===== config.mk =====
export PLATFORM = sky130hd
export DESIGN_NAME = vid_out_port
export DESIGN_NICKNAME = d
export VERILOG_FILES = /design/src/vid_out_pkg.sv /design/src/crc_link_if.sv /design/src/crc_flag_hold.sv /design/src/vid_out_port.sv
export SDC_FILE = /design/constraint.sdc
export NUM_CORES = 1
export LEC_CHECK = 0
export CORE_UTILIZATION = 45
export DETAILED_ROUTE_END_ITERATION = 8
export DONT_BUFFER_PORTS = 1
export HOLD_SLACK_MARGIN = 0.12
export SETUP_SLACK_MARGIN = 0.2
export SKIP_LAST_GASP = 1
export SLEW_MARGIN = 10
export SYNTH_ARGS = -nofsm -noshare
export SYNTH_HDL_FRONTEND = slang
export SYNTH_HIERARCHICAL = 1
export SYNTH_SLANG_ARGS = --single-unit

===== constraint.sdc =====
create_clock -name clk -period 5.76 [get_ports clk]
set_input_delay 0.288 -clock clk [delete_from_list [all_inputs] [get_ports clk]]
set_output_delay 0.288 -clock clk [all_outputs]
set_load 0.05 [all_outputs]

===== src/vid_out_pkg.sv =====
package vid_out_pkg;

  // Output standard selected by software.
  localparam logic [2:0] MODE_SD = 3'h0;
  localparam logic [2:0] MODE_HD = 3'h1;
  localparam logic [2:0] MODE_DL = 3'h2;
  localparam logic [2:0] MODE_3GA = 3'h3;
  localparam logic [2:0] MODE_3GB = 3'h4;

  // Register byte addresses.
  localparam logic [31:0] CTRL_OFF = 32'h0000_0000;
  localparam logic [31:0] STAT_OFF = 32'h0000_0004;

  // Control register fields.
  localparam int MODE_LSB = 0;
  localparam int PROG_BIT = 3;

  // Status register fields.
  localparam int ST_CRC_LSB = 0;
  localparam int ST_AP_LSB = 2;
  localparam int ST_FLD_LSB = 4;
  localparam int ST_VLD_LSB = 6;

  // Reset values.
  localparam logic [2:0] MODE_RST = 3'h0;
  localparam logic PROG_RST = 1'b0;

  // Width of one video word.
  localparam int WORD_W = 10;

  // AHB transfer type bit that marks NONSEQ or SEQ.
  localparam int TRANS_ACT_BIT = 1;

endpackage


===== src/crc_link_if.sv =====
`timescale 1ns/10ps
`default_nettype none

// Per-link chroma check events and the held error flags.
interface crc_link_if;
  logic [1:0] fail; // Check failed, one-cycle pulse per link.
  logic [1:0] hblank; // Horizontal blanking level per link.
  logic [1:0] line_go; // Start of the next line, pulse per link.
  logic [1:0] flag; // Held error flag per link.
  modport drv (output fail, output hblank, output line_go, input flag);
  modport hold (input fail, input hblank, input line_go, output flag);
endinterface // crc_link_if

`default_nettype wire


===== src/crc_flag_hold.sv =====
`timescale 1ns/10ps
`default_nettype none

module crc_flag_hold (
  input wire logic clk, // Recovered parallel clock.
  input wire logic reset, // Asynchronous reset, active high.
  crc_link_if.hold lnk // Events in, held flags out.
);

  // All state of the holder.
  typedef struct packed {
    logic [1:0] flag; // Held error per link.
  } hold_t;

  hold_t s_r;
  hold_t s_nxt;

  // A failure taken in blanking sets the flag; the next line clears it.
  // Set is checked last so a coincident failure is never lost.
  always_comb begin
    s_nxt = s_r;
    for (int i = 0; i < 2; i++) begin
      if (lnk.line_go[i]) begin
        s_nxt.flag[i] = 1'b0;
      end
      if (lnk.fail[i] && lnk.hblank[i]) begin
        s_nxt.flag[i] = 1'b1;
      end
    end
  end

  // State register.
  always_ff @(posedge clk or posedge reset) begin
    if (reset) begin
      s_r <= '0;
    end else begin
      s_r <= s_nxt;
    end
  end

  assign lnk.flag = s_r.flag;
endmodule // crc_flag_hold

`default_nettype wire


===== src/vid_out_port.sv =====
// Our own choices: register access over AHB-Lite and the placing of the registers.
`timescale 1ns/10ps
`default_nettype none

// Function
// - HD: chroma error on bit 0 only.
// - Dual link: error bit 1 B, bit 0 A.
// - 3G A: chroma error on bit 0 only.
// - 3G B: error bit 1 A, bit 0 B.
// - Active flag high during active picture.
// - Active flag bit 0; 3G B splits links.
// - SD: multiplex on 9:0, 19:10 unused.
// - HD, 3G A: luma 19:10, chroma 9:0.
// - Dual link: B luma, B chroma, A luma, A chroma.
// - 3G B: link A 19:10, link B 9:0.
// - Valid bit 0 marks a valid word.
// - 3G B: valid bit 1 A, bit 0 B.
// - Interlaced field flag: 0 first, 1 second.
// - Progressive field flag always 0.
// - Field flag bit 0; unused in 3G.
// - Error flag held until next line.
// - Error set in blanking, refers to previous line.
module vid_out_port
  import vid_out_pkg::*;
#(
  parameter int word_w = WORD_W // Width of one video word.
) (
  input wire logic clk, // Recovered parallel clock.
  input wire logic reset, // Asynchronous reset, active high.
  input wire logic hsel, // AHB slave select.
  input wire logic [31:0] haddr, // AHB address.
  input wire logic [1:0] htrans, // AHB transfer type.
  input wire logic hwrite, // AHB write, high for write.
  input wire logic [2:0] hsize, // AHB size, word only.
  input wire logic [31:0] hwdata, // AHB write data.
  input wire logic hready, // AHB bus ready.
  output logic hreadyout, // Slave ready.
  output logic hresp, // Slave response, always OKAY.
  output logic [31:0] hrdata, // AHB read data.
  input wire logic a_valid, // Link A word valid.
  input wire logic b_valid, // Link B word valid.
  input wire logic [word_w-1:0] a_y, // Link A luma or multiplex word.
  input wire logic [word_w-1:0] a_c, // Link A chroma word.
  input wire logic [word_w-1:0] b_y, // Link B luma or multiplex word.
  input wire logic [word_w-1:0] b_c, // Link B chroma word.
  input wire logic [1:0] ap_in, // Active picture per link, bit 1 B.
  input wire logic [1:0] field_in, // Field bit per link, bit 1 B.
  input wire logic [1:0] hblank_in, // Horizontal blanking per link.
  input wire logic [1:0] line_go_in, // Next line begins, pulse per link.
  input wire logic [1:0] crc_fail_in, // Chroma check failed, pulse.
  output logic [4*word_w-1:0] rxdata_out, // Parallel video words.
  output logic [1:0] data_valid_out, // Valid and link marks.
  output logic [1:0] crc_error_c, // Chroma error flags.
  output logic [1:0] active_picture_flag, // Active picture flags.
  output logic [1:0] field_flag // Field flags.
);

  localparam int DW = 4 * word_w;

  // All state of the port.
  typedef struct packed {
    logic [2:0] mode; // Selected standard.
    logic prog; // Progressive source.
    logic wr_pend; // Write data phase pending.
    logic [31:0] wr_addr; // Address of the pending write.
    logic [31:0] rdata; // Read data for the data phase.
    logic [DW-1:0] data; // Output words.
    logic [1:0] valid; // Output valid marks.
    logic [1:0] ap; // Output active picture flags.
    logic [1:0] field; // Output field flags.
    logic ok; // High from the first edge after reset.
  } port_t;

  port_t s_r;
  port_t s_nxt;

  crc_link_if crc_if ();

  // Chroma error holding for both links.
  crc_flag_hold u_hold (
    .clk(clk),
    .reset(reset),
    .lnk(crc_if.hold)
  );

  // Events go to the holder untouched, in the same cycle as the data.
  assign crc_if.fail = crc_fail_in;
  assign crc_if.hblank = hblank_in;
  assign crc_if.line_go = line_go_in;

  // Steers a per-link pair onto the two output bits.
  // In 3G Level B the bus carries link A on bit 1; in dual link with use_b bit 1 is link B, else bit 1 is 0.
  function automatic logic [1:0] pair_map(
    input logic [2:0] mode,
    input logic [1:0] ab, // Bit 1 link B, bit 0 link A.
    input logic use_b // Use link B in dual link.
  );
    logic [1:0] r;
    r = 2'h0;
    if (mode == MODE_3GB) begin
      r = {ab[0], ab[1]};
    end else if (mode == MODE_DL && use_b) begin
      r = ab;
    end else begin
      r = {1'b0, ab[0]};
    end
    return r;
  endfunction

  // Builds the word that a read returns.
  function automatic logic [31:0] read_word(
    input logic [31:0] addr,
    input port_t st,
    input logic [1:0] crc
  );
    logic [31:0] w;
    w = 32'h0;
    if (addr == CTRL_OFF) begin
      w[MODE_LSB +: 3] = st.mode;
      w[PROG_BIT] = st.prog;
    end else if (addr == STAT_OFF) begin
      w[ST_CRC_LSB +: 2] = crc;
      w[ST_AP_LSB +: 2] = st.ap;
      w[ST_FLD_LSB +: 2] = st.field;
      w[ST_VLD_LSB +: 2] = st.valid;
    end else begin
      w = 32'h0; // Unmapped addresses read as zero.
    end
    return w;
  endfunction

  // Next state: bus slave first, then the video mapping.
  always_comb begin
    s_nxt = s_r;
    s_nxt.ok = 1'b1;
    s_nxt.wr_pend = 1'b0;

    // Write data phase: only the control word is writable.
    if (s_r.wr_pend && s_r.wr_addr == CTRL_OFF) begin
      s_nxt.mode = hwdata[MODE_LSB +: 3];
      s_nxt.prog = hwdata[PROG_BIT];
    end

    // Address phase. Reads use the next state so that a read
    // right after a write sees the new value.
    if (hsel && htrans[TRANS_ACT_BIT] && hready) begin
      if (hwrite) begin
        s_nxt.wr_pend = 1'b1;
        s_nxt.wr_addr = haddr;
      end else begin
        s_nxt.rdata = read_word(haddr, s_nxt, crc_error_c);
      end
    end

    // Data words, one register stage for every output.
    s_nxt.data = '0;
    case (s_r.mode)
      MODE_HD, MODE_3GA: begin
        s_nxt.data[2*word_w-1:0] = {a_y, a_c};
      end
      MODE_DL: begin
        s_nxt.data = {b_y, b_c, a_y, a_c};
      end
      MODE_3GB: begin
        s_nxt.data[2*word_w-1:0] = {a_y, b_y};
      end
      default: begin
        s_nxt.data[word_w-1:0] = a_y;
      end
    endcase

    // Valid marks: bit 0 follows link A's valid, link marks in 3G B.
    if (s_r.mode == MODE_3GB) begin
      s_nxt.valid = {a_valid, b_valid};
    end else begin
      s_nxt.valid = {1'b0, a_valid};
    end

    // Active picture, split by link only in 3G Level B.
    s_nxt.ap = pair_map(s_r.mode, ap_in, 1'b0);

    // Field flag: unused in 3G, pinned low for progressive.
    if (s_r.mode == MODE_3GA || s_r.mode == MODE_3GB) begin
      s_nxt.field = 2'h0;
    end else if (s_r.prog) begin
      s_nxt.field = 2'h0;
    end else begin
      s_nxt.field = {1'b0, field_in[0]};
    end
  end

  // State register. Everything moves on the same edge so flags
  // stay aligned with the word they describe.
  always_ff @(posedge clk or posedge reset) begin
    if (reset) begin
      s_r <= '0;
      s_r.mode <= MODE_RST;
      s_r.prog <= PROG_RST;
    end else begin
      s_r <= s_nxt;
    end
  end

  // The slave never stalls, so a read answers in its data phase.
  assign hreadyout = 1'b1;
  assign hresp = 1'b0;
  assign hrdata = s_r.rdata;

  // Outputs come straight from the state flops.
  assign rxdata_out = s_r.data;
  assign data_valid_out = s_r.valid;
  assign active_picture_flag = s_r.ap;
  assign field_flag = s_r.field;

  // Chroma flags are held flops steered by the mode flop. SD has no
  // line check, so both bits stay low there.
  always_comb begin
    case (s_r.mode)
      MODE_HD, MODE_3GA: begin
        crc_error_c = {1'b0, crc_if.flag[0]};
      end
      MODE_DL, MODE_3GB: begin
        crc_error_c = pair_map(s_r.mode, crc_if.flag, 1'b1);
      end
      default: begin
        crc_error_c = 2'h0;
      end
    endcase
  end
endmodule // vid_out_port

`default_nettype wire


==> results.cfg, run 1 <==
[status]
outcome = complete, no violations

[sta]
clock_skew_ns = 0.0148
grt_setup_unrepaired = false
layout_min_cycle_time_ns = 2.55
setup_viol = 0
post-route-period-util_pct = 44.3
final_setup_tns_ns = 0
fin_ws_ns = 3.21
max_clock_freq_mhz = 392
hold_slack_ns = 0.143
hold_violations = 0
timing_max_transition_violations_final = 0
relSlewSlack_pct = 19.3
worst_max_slew_pin_slew_ns = 1.21

[cells_and_area]
antenna_cells = 0
layoutNonFillerInstCount = 599
filler_cell_count = 864
area_growth_pct = 13.7
share_of_layout_cells_above_drive_strength_1_pct = 8.51
fin_nets = 591
post_layout_inst_area_um2 = 4920
finish.utilization_pct = 53.0

[global_routing]
antenna_found_initial = 0
global_route.overflow_total = 0
groute.usage.overall_pct = 19.4
grt_first_pass_wirelength_um = 14900
grt_pass1_vias = 3066
grt_start_max_net_pins = 48

[floorplanning]
die_area_um2 = 10000
core_region_area_um2 = 9280
design.portCount = 208
chipHeight_um = 100
die_w_um = 100
starting_density_pct = 46.6
core.rowCount = 35

[synthesis]
synthMuxAreaShare_pct = 1.56
post_synth_and_or_nand_nor_area_fraction_pct = 23.0
synth-main-ff-cell = sky130_fd_sc_hd__dfrtp_1
adder_cell_area_share_of_the_yosys_netlist_pct = 0
synthCells = 443
synthMostInstantiatedCell = sky130_fd_sc_hd__nand2_1
yosys.area_share.xor_xnor_pct = 0.202
synth.largest_area_cell = sky130_fd_sc_hd__dfrtp_1
mappedNetlistArea_um2 = 4330
async_flop_share_pct = 100
area_share_of_the_leading_cell_type_in_the_synthesized_netlist_pct = 52.6
synth-edff-count = 0
post_synth_num_cell_types = 36
count_of_state_elements_after_synthesis = 91
ys_top_cells_by_count = sky130_fd_sc_hd__nand2_1 (128), sky130_fd_sc_hd__dfrtp_1 (91), sky130_fd_sc_hd__buf_4 (80), sky130_fd_sc_hd__and2_1 (41), sky130_fd_sc_hd__clkbuf_1 (13)
synth_compound_area_share_pct = 6.59
synth_area_per_cell_um2 = 9.77
synth.yosys.warnings = 6
synth_top_family_by_area = simple AND/OR/NAND/NOR gates
sequential_to_total_area_share_from_yosys_stat_pct = 52.6
post_synth_main_area_contributors = sky130_fd_sc_hd__dfrtp_1 (53%), sky130_fd_sc_hd__buf_4 (14%), sky130_fd_sc_hd__nand2_1 (11%)

[drt]
firstDrtPassIters = 4
detailed_route_via_count = 2910
drc = 0
post_drt_via_cell_ratio = 4.86
drt-initial-drc-count = 52
drt-wirelength-per-cell_um = 15.2
overall_routed_net_length_um = 9080
drtAntennaViolNets = 0

[critical_path]
timing.rr.end = hrdata[0]
flop_to_flop_setup_slack_ns = 3.38
timing.reg2reg.worst_path_depth = 4
worstReg2RegStart = s_r[113]
worst_setup_path_start_kind = flop
cp-end-kind = primary output
crit_fanout = 22
worstPathArrival_ns = 2.26
cp_data_required_time_ns = 5.47
criticalPathCategory = reg -> out

[clock_network]
cts_tree = done
maximum_level_of_the_cts_h_tree = 3
tritoncts.num_buffers = 9
cts_root_buffer = sky130_fd_sc_hd__clkbuf_8
postCtsSetupBuffers = 0
clk_latency_ns = 0.36
post_cts.resized_instances = 0
clk_pin_slew_ns = 0.09
cts.sinks = 91
maximum_number_of_buffers_from_clock_root_to_sink = 2
ctsHoldBuffers = 76

[pwr]
ir_worst_vdd_mv = 0.146
static-leakage-power_nw = 2.33
powerDensity_nw_per_um2 = 287
clock_power_share_pct = 30.4
p_int_uw = 976
pwr-share-comb_pct = 13.9
power_frac_seq_pct = 55.7
total_switching_power_uw = 434
switching_fraction_pct = 30.8
design_power_total_mw = 1.41

[run]
cap_viol_max_count = 0

[place]
dpl.cell_count = 507
detailedPlace.worstSlack_ns = 3.39
placement.cell_area_um2 = 3970
number_of_i_o_port_buffers = 0
detailedPlacementHpwl_um = 5940
gp_congestion = 0.694

[worst_hold_path]
hold_end = rxdata_out[9]
startpoint_of_the_lowest_slack_hold_path = a_y[9]
holdCritPathClass = in -> reg
hold_depth = 2
-- cell type report --
class | count | area [um^2] | share of cell area (%)
Sequential cell | 91 | 2280 | 46.3
Multi-Input combinational cell | 275 | 1470 | 29.8
Timing Repair Buffer | 80 | 791 | 16.1
Tap cell | 129 | 161 | 3.28
Clock buffer | 10 | 128 | 2.59
Clock inverter | 6 | 65.1 | 1.32
Inverter | 8 | 31.3 | 0.635
-- per-layer routing --
layer	routed length, um	vias up	GRT usage, %
met3	649	17	5.78
met2	4170	130	30.8
met5	0	-	0
met1	4060	1390	24.5
met4	204	0	9.25
li1	-	1373	-
-- worst max-delay path, stage by stage (launching register included) --
cell,delay (ns)
sky130_fd_sc_hd__dfrtp_1,0.45
sky130_fd_sc_hd__or2_2,0.48
sky130_fd_sc_hd__o22ai_1,0.98
-- worst max path at each step --
stage / start / to / slack, ns / cells after the start
detailed placement: s_r[113] / hrdata[0] / 3.39 / 4
global placement: s_r[113] / hrdata[0] / 3.41 / 4
floorplan: reset / active_picture_flag[0] / 3.17 / 1
CTS: s_r[113] / crc_error_c[0] / 3.18 / 2
finish: s_r[113] / crc_error_c[0] / 3.21 / 2
global route: s_r[113] / crc_error_c[0] / 3.10 / 2
-- cell usage in the layout, fill, tap and decap left out, types with 3 or more instances in the layout --
| cell | n |
|---|---|
| sky130_fd_sc_hd__nand3b_1 | 3 |
| sky130_fd_sc_hd__dlygate4sd3_1 | 76 |
| sky130_fd_sc_hd__nand4_1 | 3 |
| sky130_fd_sc_hd__a211oi_1 | 10 |
| sky130_fd_sc_hd__clkbuf_8 | 9 |
| sky130_fd_sc_hd__a31oi_1 | 10 |
| sky130_fd_sc_hd__conb_1 | 28 |
| sky130_fd_sc_hd__mux2_4 | 3 |
| sky130_fd_sc_hd__buf_4 | 4 |
| sky130_fd_sc_hd__nor4_1 | 11 |
| sky130_fd_sc_hd__a22o_1 | 3 |
| sky130_fd_sc_hd__clkinv_2 | 3 |
| sky130_fd_sc_hd__a2bb2oi_2 | 3 |
| sky130_fd_sc_hd__inv_1 | 7 |
| sky130_fd_sc_hd__nor4_2 | 3 |
| sky130_fd_sc_hd__and2_1 | 41 |
| sky130_fd_sc_hd__nand2_1 | 128 |
| sky130_fd_sc_hd__dfrtp_1 | 91 |
| sky130_fd_sc_hd__o21ai_0 | 5 |
-- cells by family after synthesis --
| kind of cell | after synthesis |
|---|---|
| AO/OA/AOI/OAI | 37 |
| other | 2 |
| flip-flops | 91 |
| AND/OR/NAND/NOR | 204 |
| buffers and inverters | 103 |
| XOR/XNOR | 1 |
| multiplexers | 5 |
-- power by group through the flow --
stage	logic [mW]	clock network, mW	registers, mW
2_1_floorplan	0.221	0	0.732
3_3_place_gp	0.149	0	0.795
3_5_place_dp	0.153	0	0.796
4_1_cts	0.197	0.444	0.785
5_1_grt	0.219	0.472	0.792
6_report	0.196	0.429	0.785
-- sequential cells by signal (all words and copies together), names as in the netlist --
name / flops
rxdata_out: 40
s_r: 37
hrdata: 7
active_picture_flag: 2
data_valid_out: 2
u_hold/lnk.flag: 2
field_flag: 1
Power figures use the tool's default switching activity.
==> run 2: changes to the inputs <==
- ABC_AREA: default -> 1
- clock period: 5.76 -> 2.3 ns (I/O delays scaled with it)
==> run 2 against run 1 <==
Effect of this change: via count rose by 9.6%; synthesized cell count rose by 19%; critical endpoint is now crc_error_c[1]; non-clock buffer count rose by 18; final area rose by 5.6%; clock power rose to 2.6 times the previous value; die area rose by 1.9%; combinational power rose to 2.7 times the previous value; register-to-register slack got worse by 2.8 ns.
==> results.cfg, run 2 <==
[clock_network]
tritoncts.num_buffers = 9
cts.sinks = 91
clk_latency_ns = 0.35
cts_root_buffer = sky130_fd_sc_hd__clkbuf_8
maximum_number_of_buffers_from_clock_root_to_sink = 2
clk_pin_slew_ns = 0.09
cts_tree = done
postCtsSetupBuffers = 0
maximum_level_of_the_cts_h_tree = 3

[synthesis]
synth.yosys.warnings = 6
post_synth_num_cell_types = 24
mappedNetlistArea_um2 = 4410
synthMostInstantiatedCell = sky130_fd_sc_hd__nand2_1
count_of_state_elements_after_synthesis = 91
synth.largest_area_cell = sky130_fd_sc_hd__dfrtp_1
synth-main-ff-cell = sky130_fd_sc_hd__dfrtp_1
sequential_to_total_area_share_from_yosys_stat_pct = 51.6
post_synth_main_area_contributors = sky130_fd_sc_hd__dfrtp_1 (52%), sky130_fd_sc_hd__buf_4 (14%), sky130_fd_sc_hd__nand2_1 (9.3%)
synth_area_per_cell_um2 = 8.34
ys_top_cells_by_count = sky130_fd_sc_hd__nand2_1 (109), sky130_fd_sc_hd__dfrtp_1 (91), sky130_fd_sc_hd__buf_4 (83), sky130_fd_sc_hd__inv_1 (80), sky130_fd_sc_hd__nor2_1 (70)
synth-edff-count = 0
synthCells = 529
area_share_of_the_leading_cell_type_in_the_synthesized_netlist_pct = 51.6
async_flop_share_pct = 100

[critical_path]
crit_fanout = 16
cp-end-kind = primary output
criticalPathCategory = reg -> out
cp_data_required_time_ns = 2.18
worst_setup_path_start_kind = flop
worstPathArrival_ns = 1.67

[pwr]
clock_power_share_pct = 31.9
powerDensity_nw_per_um2 = 678
total_switching_power_mw = 1.02
ir_worst_vdd_mv = 0.421
switching_fraction_pct = 28.9
pwr-share-comb_pct = 14.7
power_frac_seq_pct = 53.3
p_int_mw = 2.51
static-leakage-power_nw = 2.68

[sta]
timing_max_transition_violations_final = 0
worst_max_slew_pin_slew_ns = 0.512
grt_setup_unrepaired = false
hold_violations = 0
layout_min_cycle_time_ns = 1.78
max_clock_freq_mhz = 561
fin_ws_ns = 0.518
setup_viol = 0
clock_skew_ns = 0.00798
post-route-period-util_pct = 77.5
relSlewSlack_pct = 65.9
final_setup_tns_ns = 0

[drt]
drtAntennaViolNets = 0
drc = 0
firstDrtPassIters = 4
highest-signal-layer = met4
route.layer.met1.wl_um = 3850
drt-initial-drc-count = 45
overall_routed_net_length_um = 9350
wl_met3_um = 638
detailed_route_via_count = 3190
drt-wirelength-per-cell_um = 13.2
dr_wl_met2_um = 4770
post_drt_via_cell_ratio = 4.52

[worst_hold_path]
holdCritPathClass = in -> reg

[cells_and_area]
filler_cell_count = 853
mostFrequentLayoutCells = sky130_fd_sc_hd__nand2_1 (109), sky130_fd_sc_hd__dfrtp_1 (91), sky130_fd_sc_hd__dlygate4sd3_1 (90)
fin_nets = 698
largest_register_ff_count = 40
post_layout_inst_area_um2 = 5200
antenna_cells = 0
mostFrequentLayoutCell = sky130_fd_sc_hd__nand2_1
share_of_layout_cells_above_drive_strength_1_pct = 6.59
area_growth_pct = 17.8

[floorplanning]
chipHeight_um = 101
starting_density_pct = 47.1
core_region_area_um2 = 9370
core.rowCount = 35
die_area_um2 = 10200
design.portCount = 208
die_w_um = 101

[status]
outcome = complete, no violations

[global_routing]
global_route.overflow_total = 0
groute.usage.overall_pct = 19.2
grt_start_max_net_pins = 47
antenna_found_initial = 0
grt_pass1_vias = 3260
grt_first_pass_wirelength_um = 15100

[run]
cap_viol_max_count = 0

[place]
detailedPlace.worstSlack_ns = 0.596
number_of_i_o_port_buffers = 0
gp_congestion = 0.777
placement.cell_area_um2 = 4090
detailedPlacementHpwl_um = 6220
run 2: final timing paths:
path | start | endpoint | slack [ns] | depth (start not counted)
max | s_r[114] | crc_error_c[1] | 0.52 | 4
min | haddr[21] | hrdata[6] | 0.17 | 7
max reg2reg | s_r[114] | rxdata_out[6] | 0.58 | 6
min reg2reg | s_r[81] | s_r[81] | 0.48 | 2
max in group asynchronous | reset | s_r[109] | 1.32 | 3
min in group asynchronous | reset | hrdata[0] | 0.28 | 2
run 2: final cells by class:
| cell class | instances | area, um^2 | share of cell area [%] |
|---|---|---|---|
| Timing Repair Buffer | 98 | 973 | 18.7 |
| Clock inverter | 5 | 60.1 | 1.15 |
| Multi-Input combinational cell | 290 | 1260 | 24.3 |
| Clock buffer | 11 | 151 | 2.91 |
| Sequential cell | 91 | 2280 | 43.8 |
| Tap cell | 129 | 161 | 3.10 |
| Inverter | 82 | 312 | 5.99 |
run 2: what timing repair did:
item	4_1_cts	5_1_grt
hold buffers	90	0
gates resized for setup	0	0
endpoints found under the hold margin	181	0
run 2: metal layers:
layer / GRT usage, % / vias up
met2: 35.6 / 113
met5: 0 / -
met3: 4.79 / 8
met1: 21.3 / 1499
li1: - / 1570
met4: 6.47 / 0
run 2: cell families (layout without fill, tap and decap cells):
logic type             Yosys count  in the layout  share of synthesized area (%)
and+or+nand+nor                217            217                           20.5
other                            2             28                          0.170
DFF                             91             91                           51.6
AOI/OAI and AO/OA               45             45                           5.76
buffers and inverters          174            196                           22.0
run 2: power by group through the flow:
stage	Clock [mW]	Sequential (mW)	Combinational, mW
global placement	0	1.91	0.383
detailed placement	0	1.91	0.391
finish	1.12	1.88	0.520
CTS	1.17	1.88	0.522
global route	1.23	1.90	0.590
floorplan	0	1.81	0.485
run 2: critical path, stage by stage, from the launching register on:
cell and delay, ns:
sky130_fd_sc_hd__dfrtp_1 0.42, sky130_fd_sc_hd__nor2_1 0.12, sky130_fd_sc_hd__nand2_2 0.23, sky130_fd_sc_hd__o22ai_1 0.30, sky130_fd_sc_hd__buf_4 0.24
run 2: through the flow:
step                util (%)  power (mW)  instances  hold slack, ns
floorplan                  -        2.30        555          -0.144
global placement        43.6        2.29        600          -0.142
detailed placement      43.6        2.30        600          -0.135
CTS                     55.5        3.57        706           0.141
global route            55.5        3.71        706           0.201
finish                  55.5        3.52        706           0.174
